==> src/hw/pbwr_pkg.sv <==
// What this block does
// RQ1 - marker sets write-control, blocking buffer reads
// RQ2 - write-control set leads to write set
// RQ3 - register A to track 1, X to track 2
// RQ4 - clear both flip-flops after word written
// RQ5 - line loaded: clear instruction, release read inhibit
// RQ6 - thirteen words, four-bit groups onto track 1
// RQ7 - head n writes bit of line n
// RQ8 - rotate register-A bits each quarter revolution
// RQ9 - writing: reads inhibited, read gates blocked high
// RQ10 - reading: bit n always on line n; the code rotates read bits by quadrant, so this holds in Q1 only
// RQ11 - load step opens inputs; first char t0B
// RQ12 - read gates open when substep falls low
// RQ13 - revolution one marker needs low instruction select
// RQ14 - revolution two and three markers set write-control
// RQ15 - write-control arms set gate at t4B, inhibits
// RQ16 - write set at t11B, enables all heads
// RQ17 - two-flip-flop quadrant counter selects lane gates
package pbwr_pkg;
  // register map, byte addresses
  localparam logic [11:0] PBWR_CTRL_OFS = 12'h000;
  localparam logic [11:0] PBWR_STAT_OFS = 12'h004;
  // control fields
  localparam int PBWR_CTRL_EN_BIT = 0;
  localparam int PBWR_CTRL_CLR_BIT = 1;
  localparam logic PBWR_CTRL_EN_RST = 1'b1;
  // status fields
  localparam int PBWR_ST_WC_BIT = 0;
  localparam int PBWR_ST_WR_BIT = 1;
  localparam int PBWR_ST_RI_BIT = 2;
  localparam int PBWR_ST_RGB_BIT = 3;
  localparam int PBWR_ST_QC_LSB = 4;
  localparam int PBWR_ST_WORDS_LSB = 8;
  localparam int PBWR_ST_FULL_BIT = 12;
  // words per printed line
  localparam logic [3:0] PBWR_WORDS_PER_LINE = 4'hD;
  // quadrant counter readings {ff1,ff2} per quarter
  localparam logic [1:0] PBWR_QC_Q1 = 2'h0;
  localparam logic [1:0] PBWR_QC_Q2 = 2'h3;
  localparam logic [1:0] PBWR_QC_Q3 = 2'h1;
  localparam logic [1:0] PBWR_QC_Q4 = 2'h2;
  // sentinel positions on the q_sentinel bus (q1 at bit 0)
  localparam int PBWR_Q1 = 0;
  localparam int PBWR_Q2 = 1;
  localparam int PBWR_Q3 = 2;
  localparam int PBWR_Q4 = 3;
  localparam int PBWR_Q5 = 4;
  localparam int PBWR_Q6 = 5;
  typedef enum logic [3:0] {
    PBWR_IDLE = 4'b0001,
    PBWR_CTRL = 4'b0010,
    PBWR_ARM = 4'b0100,
    PBWR_WRITE = 4'b1000
  } pbwr_state_t;
endpackage : pbwr_pkg

==> src/hw/pbwr_buffer_ctrl.sv <==
`timescale 1ns/100ps
module pbwr_buffer_ctrl (
  input wire logic sys_clk, // 100 MHz clock
  input wire logic srst, // sync reset, active high
  input wire logic [11:0] paddr, // apb address
  input wire logic psel, // apb select
  input wire logic penable, // apb enable
  input wire logic pwrite, // apb direction
  input wire logic [31:0] pwdata, // apb write data
  output logic [31:0] prdata, // apb read data
  output logic pready, // apb ready
  output logic pslverr, // apb error, unmapped
  input wire logic buffer_load_sequence_step, // load step active
  input wire logic buffer_load_substep, // write sub-step
  input wire logic instruction_kind_select, // low: print-and-load
  input wire logic revolution_count_low, // revolution count bit 0
  input wire logic revolution_count_high, // revolution count bit 1
  input wire logic marker_h, // first-revolution marker
  input wire logic marker_i, // second-revolution marker
  input wire logic marker_j, // third-revolution marker
  input wire logic t0b, // word-time pulse t0B
  input wire logic t4b, // word-time pulse t4B
  input wire logic t11b, // word-time pulse t11B
  input wire logic print_active, // print reading phase
  input wire logic line_end, // end-of-transfer marker
  input wire logic [5:0] q_sentinel, // quadrant sentinels q1..q6
  input wire logic [3:0] a_lines, // register A bits 1..4
  input wire logic [2:0] x_lines, // register X bits 5,6,check
  input wire logic [3:0] head_rd1, // track 1 head read bits
  input wire logic [3:0] head_rd2, // track 2 head read bits
  output logic write_enable_out, // write flip-flop, heads enabled
  output logic read_inhibit, // read circuits blocked
  output logic read_gate_block, // read output gates blocked
  output logic [3:0] head_wr1, // track 1 head write bits
  output logic [3:0] head_wr2, // track 2 head write bits
  output logic [6:0] compare_lines, // lines 1..7 to comparator
  output logic clear_instruction // pulse: clear load instruction
);
  import pbwr_pkg::*;

  typedef struct packed {
    pbwr_state_t st;
    logic wc;
    logic wr;
    logic ri;
    logic rgb;
    logic chars;
    logic en;
    logic [3:0] words;
    logic [3:0] hw1;
    logic [3:0] hw2;
    logic [6:0] cmp;
    logic clr;
    logic [31:0] rdata;
    logic rdy;
    logic err;
  } pbwr_top_t;

  pbwr_top_t s_q, s_d;
  logic [1:0] quad;
  logic [3:0] route_w1, route_w2, route_r1, route_r2;
  logic rev1, rev2, rev3, marker_hit, full;
  logic apb_setup, apb_done, hit_ctrl, hit_stat;
  logic [31:0] status_word;

  pbwr_quad_counter u_quad (
    .sys_clk(sys_clk),
    .srst(srst),
    .write_mode(buffer_load_sequence_step),
    .read_mode(print_active),
    .q_sentinel(q_sentinel),
    .quad(quad)
  );

  // write-side steering, both tracks share the counter [RQ3]
  pbwr_lane_router u_w1 (
    .quad(quad),
    .din(a_lines),
    .dout(route_w1)
  );
  // track 2 has only three bits; the fourth input lane is zero and rotates with the others
  pbwr_lane_router u_w2 (
    .quad(quad),
    .din({1'b0, x_lines}),
    .dout(route_w2)
  );
  // read side uses the same gates: quad 11 puts head 1 on line 2
  pbwr_lane_router u_r1 (
    .quad(quad),
    .din(head_rd1),
    .dout(route_r1)
  );
  pbwr_lane_router u_r2 (
    .quad(quad),
    .din(head_rd2),
    .dout(route_r2)
  );

  // revolution decode and marker qualification
  assign rev1 = !revolution_count_low && !revolution_count_high;
  assign rev2 = revolution_count_low && !revolution_count_high;
  assign rev3 = !revolution_count_low && revolution_count_high;
  assign marker_hit = (rev1 && marker_h && !instruction_kind_select) // [RQ13]
    || (rev2 && marker_i) // [RQ14]
    || (rev3 && marker_j); // [RQ14]
  assign full = (s_q.words == PBWR_WORDS_PER_LINE);

  // apb decode; zero-wait: ready rises in the first access cycle
  assign apb_setup = psel && !penable;
  assign apb_done = psel && penable && s_q.rdy;
  assign hit_ctrl = (paddr == PBWR_CTRL_OFS);
  assign hit_stat = (paddr == PBWR_STAT_OFS);

  // status word gathers live control state
  always_comb begin
    status_word = '0;
    status_word[PBWR_ST_WC_BIT] = s_q.wc;
    status_word[PBWR_ST_WR_BIT] = s_q.wr;
    status_word[PBWR_ST_RI_BIT] = s_q.ri;
    status_word[PBWR_ST_RGB_BIT] = s_q.rgb;
    status_word[PBWR_ST_QC_LSB +: 2] = quad;
    status_word[PBWR_ST_WORDS_LSB +: 4] = s_q.words;
    status_word[PBWR_ST_FULL_BIT] = full;
  end

  // next state of the whole block
  always_comb begin
    s_d = s_q;
    s_d.clr = 1'b0;
    // write-control / write sequencing
    unique case (s_q.st)
      PBWR_IDLE: begin
        if (buffer_load_sequence_step && s_q.en && marker_hit) begin
          s_d.st = PBWR_CTRL;
          s_d.wc = 1'b1; // [RQ1]
        end
      end
      PBWR_CTRL: begin
        if (t4b) s_d.st = PBWR_ARM; // [RQ15]
      end
      PBWR_ARM: begin
        if (t11b) begin
          s_d.st = PBWR_WRITE;
          s_d.wr = 1'b1; // [RQ2] [RQ16]
          s_d.chars = 1'b0;
        end
      end
      PBWR_WRITE: begin
        if (t0b) s_d.chars = 1'b1; // [RQ11]
        // one full word time later the word is on the drum
        if (t11b) begin
          s_d.st = PBWR_IDLE;
          s_d.wc = 1'b0; // [RQ4]
          s_d.wr = 1'b0; // [RQ4]
          s_d.chars = 1'b0;
          if (!full) s_d.words = s_q.words + 4'h1; // [RQ6]
        end
      end
    endcase
    // inhibit follows write-control and write flip-flops
    s_d.ri = s_d.wc || s_d.wr; // [RQ15] [RQ9]
    s_d.rgb = buffer_load_substep || s_d.wr; // [RQ9] [RQ12]
    // input gates only open during the load step
    if (s_q.wr && buffer_load_sequence_step && (s_q.chars || t0b)) begin
      s_d.hw1 = route_w1; // [RQ7] [RQ8] [RQ11]
      s_d.hw2 = route_w2; // [RQ3]
    end else begin
      s_d.hw1 = '0;
      s_d.hw2 = '0;
    end
    // line loaded: drop the instruction so reads can flow
    if (line_end && buffer_load_sequence_step) begin
      s_d.clr = 1'b1; // [RQ5]
      s_d.words = '0;
    end
    // read output gates, blocked while inhibited or gate-blocked
    if (!s_d.ri && !s_d.rgb && print_active) begin
      s_d.cmp = {route_r2[2:0], route_r1}; // [RQ10] [RQ5]
    end else begin
      s_d.cmp = '0;
    end
    // apb slave
    s_d.rdy = apb_setup;
    if (apb_setup) begin
      s_d.err = !(hit_ctrl || hit_stat);
      s_d.rdata = '0;
      if (!pwrite && hit_ctrl) s_d.rdata[PBWR_CTRL_EN_BIT] = s_q.en;
      if (!pwrite && hit_stat) s_d.rdata = status_word;
    end
    if (apb_done && pwrite && hit_ctrl) begin
      s_d.en = pwdata[PBWR_CTRL_EN_BIT];
      if (pwdata[PBWR_CTRL_CLR_BIT]) s_d.words = '0;
    end
  end

  always_ff @(posedge sys_clk) begin
    if (srst) begin
      s_q <= '0;
      s_q.st <= PBWR_IDLE;
      s_q.en <= PBWR_CTRL_EN_RST;
      s_q.rgb <= 1'b0;
    end else begin
      s_q <= s_d;
    end
  end

  // outputs straight from flops
  assign prdata = s_q.rdata;
  assign pready = s_q.rdy;
  assign pslverr = s_q.err;
  assign write_enable_out = s_q.wr;
  assign read_inhibit = s_q.ri;
  assign read_gate_block = s_q.rgb;
  assign head_wr1 = s_q.hw1;
  assign head_wr2 = s_q.hw2;
  assign compare_lines = s_q.cmp;
  assign clear_instruction = s_q.clr;
endmodule : pbwr_buffer_ctrl

==> src/hw/pbwr_quad_counter.sv <==
`timescale 1ns/100ps
module pbwr_quad_counter (
  input wire logic sys_clk, // system clock
  input wire logic srst, // sync reset
  input wire logic write_mode, // load step active
  input wire logic read_mode, // print reading active
  input wire logic [5:0] q_sentinel, // q1..q6 marker pulses
  output logic [1:0] quad // {ff1,ff2}
);
  import pbwr_pkg::*;
  typedef struct packed {
    logic [1:0] qc;
  } pbwr_qc_t;
  pbwr_qc_t s_q, s_d;
  logic q1, q2, q3, q4, q5, q6;
  assign {q6, q5, q4, q3, q2, q1} = q_sentinel;
  // decode sentinel combinations; write and read walk opposite orders
  always_comb begin
    s_d = s_q;
    if (write_mode) begin
      if (q4 && q6) s_d.qc = PBWR_QC_Q2; // [RQ17]
      else if (q4 && q5) s_d.qc = PBWR_QC_Q3;
      else if (q5 && q6) s_d.qc = PBWR_QC_Q4;
      else if (q5) s_d.qc = PBWR_QC_Q1;
    end else if (read_mode) begin
      if (q2 && q3) s_d.qc = PBWR_QC_Q3; // [RQ17]
      else if (q2) s_d.qc = PBWR_QC_Q1;
      else if (q1) s_d.qc = {1'b1, s_q.qc[0]}; // q1 only sets ff1
    end
  end
  always_ff @(posedge sys_clk) begin
    if (srst) s_q <= '0;
    else s_q <= s_d;
  end
  assign quad = s_q.qc;
endmodule : pbwr_quad_counter

==> src/hw/pbwr_lane_router.sv <==
`timescale 1ns/100ps
module pbwr_lane_router (
  input wire logic [1:0] quad, // quadrant counter reading
  input wire logic [3:0] din, // lanes in
  output logic [3:0] dout // lanes out
);
  import pbwr_pkg::*;
  logic [1:0] rot;
  // quadrant reading to rotation amount
  always_comb begin
    unique case (quad)
      PBWR_QC_Q1: rot = 2'h0;
      PBWR_QC_Q2: rot = 2'h1;
      PBWR_QC_Q3: rot = 2'h2;
      PBWR_QC_Q4: rot = 2'h3;
    endcase
  end
  // one gate per lane per quarter; rotating keeps a bit in its quadrant
  // reading walks the quadrants in reverse order, so one shift serves both
  for (genvar k = 0; k < 4; k++) begin : g_lane
    logic [1:0] src;
    assign src = 2'(k) - rot; // [RQ8] [RQ10]
    assign dout[k] = din[src];
  end
endmodule : pbwr_lane_router

==> config.mk <==
export PLATFORM = sky130hd
export DESIGN_NAME = pbwr_buffer_ctrl
export DESIGN_NICKNAME = d
export VERILOG_FILES = /design/src/hw/pbwr_pkg.sv /design/src/hw/pbwr_buffer_ctrl.sv /design/src/hw/pbwr_quad_counter.sv /design/src/hw/pbwr_lane_router.sv
export SDC_FILE = /design/constraint.sdc
export NUM_CORES = 1
export LEC_CHECK = 0
export BUFFER_PORTS_ARGS = -buffer_cell sky130_fd_sc_hd__clkbuf_2
export CORE_ASPECT_RATIO = 0.75
export CORE_UTILIZATION = 41
export DETAILED_ROUTE_END_ITERATION = 8
export PLACE_DENSITY = 0.77
export SYNTH_ARGS = -nofsm -noshare
export SYNTH_HDL_FRONTEND = slang
export SYNTH_SLANG_ARGS = --single-unit
==> constraint.sdc <==
create_clock -name sys_clk -period 1.85 [get_ports sys_clk]
set_clock_uncertainty 0.05 [all_clocks]
set_input_delay 0.37 -clock sys_clk [delete_from_list [all_inputs] [get_ports sys_clk]]
set_output_delay 0.37 -clock sys_clk [all_outputs]
set_load 0.005 [all_outputs]
==> impl_metrics.py, run 1 <==
metrics = {
    "timing": {
        "worstMarginPinSlew_ps": 762,
        "hold_viol_final": 0,
        "rsz0062_at_grt": "false",
        "fmax_ghz": 0.562,
        "drv_slew": 0,
        "finalCritPeriodShare_pct": 96.2,
        "hold_ws_ps": 242,
        "fin_crit_ps": 1780,
        "fin_ws_ps": 70.3,
        "setup_viol_count_final": 0,
        "slew_headroom_pct": 49.0,
    },
    "clock_network": {
        "clk-insertion-delay-late_ps": 290,
        "clock-root-buffer": "clkbuf_8",
        "clockBufferDepth": 2,
        "cts.sinks": 45,
        "cts_setup_buffers": 0,
        "cts_tree": "yes",
        "htree_num_levels": 2,
        "path_clk_slew_ps": 80,
        "cts_made_buffers": 5,
    },
    "cells_and_area": {
        "nNetsFinal": 430,
        "synthToLayoutAreaGrowth_pct": 17.8,
        "final_util_pct": 50.7,
        "design_area_um2": 2980,
        "layout_commonest_cell": "clkbuf_2",
        "most-common-layout-cells": "84 x clkbuf_2, 44 x dfxtp_1, 22 x nor2_1",
        "fin_cells": 422,
        "layout-drive-gt1-share_pct": 37.8,
        "diodes": 0,
    },
    "critical_path": {
        "critPathLaunchType": "flop",
        "arrival_ps": 1940,
        "cp-end-kind": "flop",
        "slowest_delay_ps": 570,
        "path_max_fanout": 7,
        "crit_path_top_delay_cell": "or4b_4",
        "crit_chain": "or4b_4 > a2111oi_4 > o21ai_4 > a211oi_2",
        "worstSetupPathType": "flop to flop",
        "critPathRequiredTime_ps": 2010,
    },
    "global_routing": {
        "grt_max_degree": 17,
        "grt_use_total_pct": 17.0,
        "grt_pass1_vias": 1886,
        "antenna_found_initial": 0,
        "grt_pass1_wl_um": 8660,
        "overflow": 0,
    },
    "run": {
        "cap_violations": 0,
    },
    "logic_synthesis": {
        "netlist_instances": 272,
        "avgSynthCellArea_um2": 9.31,
        "synth_area_um2": 2530,
        "synth.distinct_cells": 50,
        "synth_edf_count": 0,
        "ys_ff_latch": 45,
        "async_flop_share_pct": 0,
        "synth_warnings": 0,
        "synth_ff_type": "dfxtp_1",
        "ys_seq_area_share_pct": 35.6,
    },
    "placed_design": {
        "placed_cell_area_um2": 2860,
        "place_congestion": 0.857,
        "place_ws_ps": -51.0,
        "port_buffers": 84,
        "hpwlAfterDp_um": 4430,
        "dp.cells": 414,
    },
    "die": {
        "die_area_um2": 6500,
        "dieHeight_um": 70.1,
        "die_w_um": 92.8,
        "row_count": 24,
        "core_um2": 5890,
        "start_util_pct": 43.0,
        "ios": 136,
    },
    "detailed_routing": {
        "num_vias": 2103,
        "drtPass1Iterations": 4,
        "wl_per_cell_um": 13.2,
        "drtIter0Drc": 64,
        "drt-vias-per-instance": 4.98,
        "route.detailed.drc": 0,
        "postRouteAntennaNets": 0,
        "finalWirelength_um": 5560,
    },
    "status": {
        "outcome": "finished, final reports clean",
    },
    "power_and_ir_drop": {
        "vdd_drop_max_mv": 0.311,
        "p_leak_nw": 1.33,
        "power_density_nw_per_um2": 672,
    },
    "worst_hold_path": {
        "hold_class": "input port to flop",
    },
}
[worst paths after layout]
| path | startpoint | endpoint | slack (ps) | depth (start not counted) |
|---|---|---|---|---|
| max | s_q[60]$_SDFFE_PP1P_ | compare_lines[6]$_SDFF_PP0_ | 70 | 4 |
| min | pwdata[0] | s_q[54]$_SDFFE_PP1P_ | 240 | 2 |
| max reg2reg | s_q[60]$_SDFFE_PP1P_ | compare_lines[6]$_SDFF_PP0_ | 70 | 4 |
| min reg2reg | prdata[0]$_SDFFE_PP0P_ | prdata[0]$_SDFFE_PP0P_ | 410 | 2 |
[routing by layer]
layer	wire length (µm)	GRT usage, %	up-vias
met1	2550	22.7	960
met3	277	3.59	10
met2	2650	27.7	80
li1	-	-	1053
met4	81	5.47	0
met5	0	0	-
[cell families (layout without fill, tap and decap cells)]
group / count (synthesis) / count (layout) / share of synthesized area, %
fa+ha+maj: 4 / 4 / 1.98
compound gates: 57 / 57 / 16.6
buf+inv: 67 / 119 / 17.5
mux: 15 / 15 / 10.0
flops: 45 / 45 / 35.6
simple gates: 81 / 81 / 17.5
xor+xnor: 2 / 2 / 0.692
other cells: 1 / 21 / 0.148
[power by group]
group | internal, W | leakage, nW | switching [W]
logic | 0.000210 | 0.925 | 0.000206
clock network | 0.000267 | 0.0385 | 0.000315
registers | 0.000991 | 0.365 | 0.0000140
total | 0.00147 | 1.33 | 0.000535
[cell type report]
class                   instances  area (µm²)
fillers                       573        2900
multi-input cells             180        1310
flip-flops and latches         45         902
repair buffers                100         553
well taps                      78        97.6
clock buffers                   7        76.3
inverters                      11        41.3
clock inverters                 1        7.51
[through the flow]
step,power [W],setup TNS (ps)
after floorplan,0.00131,0
after global placement,0.00141,-22.6
after detailed placement,0.00143,-116
after CTS,0.00201,0
after global routing,0.00211,0
final,0.00200,0
[cells in the mapped netlist (2+ instances only)]
cell / instances / area, µm²
buf_4: 48 / 360
dfxtp_1: 45 / 901
nor2_1: 22 / 82.6
a21oi_1: 12 / 60.1
nand2_1: 11 / 41.3
inv_1: 10 / 37.5
a22o_1: 9 / 78.8
a211oi_1: 8 / 60.1
mux4_2: 8 / 180
nor3_1: 8 / 40.0
nor2b_1: 7 / 43.8
o21ai_0: 6 / 30.0
nand2b_1: 5 / 31.3
nor3b_1: 5 / 37.5
clkbuf_1: 4 / 15.0
ha_1: 4 / 50.1
mux2i_1: 4 / 40.0
nand3_1: 4 / 20.0
nor4_1: 4 / 25.0
o211ai_1: 4 / 30.0
a31oi_1: 3 / 18.8
buf_2: 3 / 15.0
mux2_2: 3 / 33.8
nor4b_1: 3 / 26.3
a211o_1: 2 / 17.5
a221o_1: 2 / 20.0
nand3b_1: 2 / 15.0
o21a_1: 2 / 15.0
o21ai_1: 2 / 10.0
xor2_1: 2 / 17.5
[registers in the layout, summed over array words and instances (netlist names)]
signal,cells
prdata,11
s_q,11
compare_lines,7
head_wr1,4
head_wr2,4
u_quad.quad,2
clear_instruction,1
pready,1
pslverr,1
read_gate_block,1
read_inhibit,1
write_enable_out,1
[critical path, delay by kind of cell, from the launching register on]
family / cells / cell delay, ps
AOI/OAI and AO/OA: 3 / 740
and+or+nand+nor: 1 / 570
DFF: 1 / 340
[what timing repair did]
item / CTS / global route
endpoints found under the setup margin: 0 / 10
hold endpoints to repair: 0 / 0
gates resized for setup: 0 / 9
hold buffers: 0 / 0
Power figures use the tool's default switching activity.
==> run 2, diff against run 1 <==
CORE_ASPECT_RATIO = not set   (was 0.75)
MAX_ROUTING_LAYER = met4   (was not set)
==> impl_metrics.py, run 2 (synthesized netlist as in run 1, its figures left out) <==
metrics = {
    "status": {
        "outcome": "finished, final reports clean",
    },
    "global_routing": {
        "grt_max_degree": 17,
        "grt_use_total_pct": 17.8,
        "grt_pass1_vias": 1910,
        "overflow": 0,
        "antenna_found_initial": 0,
        "grt_pass1_wl_um": 8650,
    },
    "power_and_ir_drop": {
        "netSwitchingPower_w": 0.000531,
        "p_comb_share_pct": 19.7,
        "power_w": 0.00207,
        "p_leak_nw": 1.36,
        "power_frac_clock_pct": 31.8,
        "vdd_drop_max_mv": 0.367,
        "p_seq_share_pct": 48.6,
        "power_density_nw_per_um2": 690,
        "p_int_w": 0.00154,
        "switching_share_pct": 25.7,
    },
    "timing": {
        "fin_setup_tns_ps": 0,
        "worstMarginPinSlew_ps": 723,
        "rsz0062_at_grt": "false",
        "fin_crit_ps": 1770,
        "setup_viol_count_final": 0,
        "drv_slew": 0,
        "hold_ws_ps": 221,
        "finalCritPeriodShare_pct": 95.9,
        "fmax_ghz": 0.564,
        "slew_headroom_pct": 51.6,
        "hold_viol_final": 0,
    },
    "placed_design": {
        "place_congestion": 0.848,
        "port_buffers": 84,
        "placed_cell_area_um2": 2870,
        "dp.cells": 413,
        "hpwlAfterDp_um": 4240,
    },
    "detailed_routing": {
        "drt-vias-per-instance": 5.09,
        "num_vias": 2142,
        "postRouteAntennaNets": 0,
        "route.detailed.drc": 0,
        "drtPass1Iterations": 4,
        "finalWirelength_um": 5380,
        "drtIter0Drc": 75,
        "wl_per_cell_um": 12.8,
    },
    "die": {
        "die_w_um": 80.6,
        "row_count": 28,
        "ios": 136,
        "dieHeight_um": 80.6,
        "die_area_um2": 6490,
        "core_um2": 5960,
        "start_util_pct": 42.5,
    },
    "cells_and_area": {
        "design_area_um2": 3000,
        "nNetsFinal": 432,
        "layout-drive-gt1-share_pct": 38.2,
        "diodes": 0,
        "most-common-layout-cells": "84 x clkbuf_2, 43 x dfxtp_1, 22 x nor2_1",
        "synthToLayoutAreaGrowth_pct": 18.5,
        "layout_commonest_cell": "clkbuf_2",
        "fin_cells": 421,
    },
    "critical_path": {
        "cp_top_family": "compound AO/OA/AOI/OAI gates",
        "crit_path_top_delay_cell": "or4b_4",
        "crit_chain": "or4b_4 > a2111oi_4 > o21ai_4 > a211oi_1",
        "arrival_ps": 1940,
        "r2r_slack_ps": 80,
        "r2r-end": "compare_lines[4]$_SDFF_PP0_",
        "critPathRequiredTime_ps": 2010,
        "critPathLaunchType": "flop",
        "cp.buffers_inverters": 0,
        "cp-end-kind": "flop",
        "slowest_delay_ps": 570,
        "reg2reg_depth": 4,
        "regToRegStartpoint": "s_q[60]$_SDFFE_PP1P_",
        "worstSetupPathType": "flop to flop",
        "path_max_fanout": 7,
    },
    "worst_hold_path": {
        "hold_class": "input port to flop",
        "hold_depth": 2,
        "worstHoldStart": "pwdata[0]",
        "hold-path-endpoint": "s_q[54]$_SDFFE_PP1P_",
    },
    "run": {
        "cap_violations": 0,
    },
    "clock_network": {
        "cts.sinks": 45,
        "clockBufferDepth": 2,
        "clock-root-buffer": "clkbuf_8",
        "htree_num_levels": 2,
        "holdBufCountCts": 0,
        "path_clk_slew_ps": 80,
        "cts_tree": "yes",
        "cts_made_buffers": 5,
        "clk-insertion-delay-late_ps": 290,
    },
}
## run 2: cell types whose count changed in the layout (fill, tap and decap cells not counted), sizes merged
cell	previous run	this run
buf	16	18
clkinvlp	1	0
clkinv	0	1
## run 2: layout make-up
cell class                 instances  area [µm²]
timing repair buffer             102         568
fill                             585        2960
sequential                        45         903
clock buffer                       7        96.3
clock inverter                     1        5.00
tap                               75        93.8
multi-input combinational        180        1290
inverter                          11        41.3
## run 2: power groups by stage
stage                     registers [W]  logic [W]  clock network [W]
after CTS                       0.00100   0.000402           0.000674
after floorplan                 0.00103   0.000278                  0
after global routing            0.00101   0.000449           0.000716
after detailed placement        0.00103   0.000399                  0
after global placement          0.00103   0.000386                  0
final                           0.00100   0.000407           0.000658
## run 2: worst max path at each step
| stage | start | to | slack, ps | cells past startpoint |
|---|---|---|---|---|
| after detailed placement | t11b | compare_lines[2]$_SDFF_PP0_ | 7 | 5 |
| after CTS | s_q[61]$_SDFFE_PP0P_ | compare_lines[2]$_SDFF_PP0_ | 30 | 4 |
| after global placement | t11b | compare_lines[6]$_SDFF_PP0_ | -4 | 5 |
| final | s_q[60]$_SDFFE_PP1P_ | compare_lines[4]$_SDFF_PP0_ | 80 | 4 |
| after floorplan | u_quad.quad[0]$_SDFFE_PP0P_ | head_wr2[1]$_SDFF_PP0_ | 50 | 7 |
| after global routing | u_quad.quad[0]$_SDFFE_PP0P_ | head_wr1[3]$_SDFF_PP0_ | 20 | 6 |
## run 2: what timing repair did
item / CTS / global route
endpoints found under the setup margin: 0 / 10
gates resized for setup: 0 / 7
hold endpoints to repair: 0 / 0
setup buffers: 0 / 0
## run 2: layer usage
layer,wire length (µm),track usage [%],up-vias
li1,-,-,1067
met1,2330,21.1,991
met2,2610,29.1,73
met3,341,3.86,11
met4,104,7.32,0
met5,0,-,-
## run 2: metrics by stage
step / setup WS, ps / utilization, %
floorplan: 47.7 / -
global placement: -4.01 / 48.2
detailed placement: 7.04 / 48.2
CTS: 31.8 / 49.9
global route: 15.9 / 50.4
finish: 76.0 / 50.4
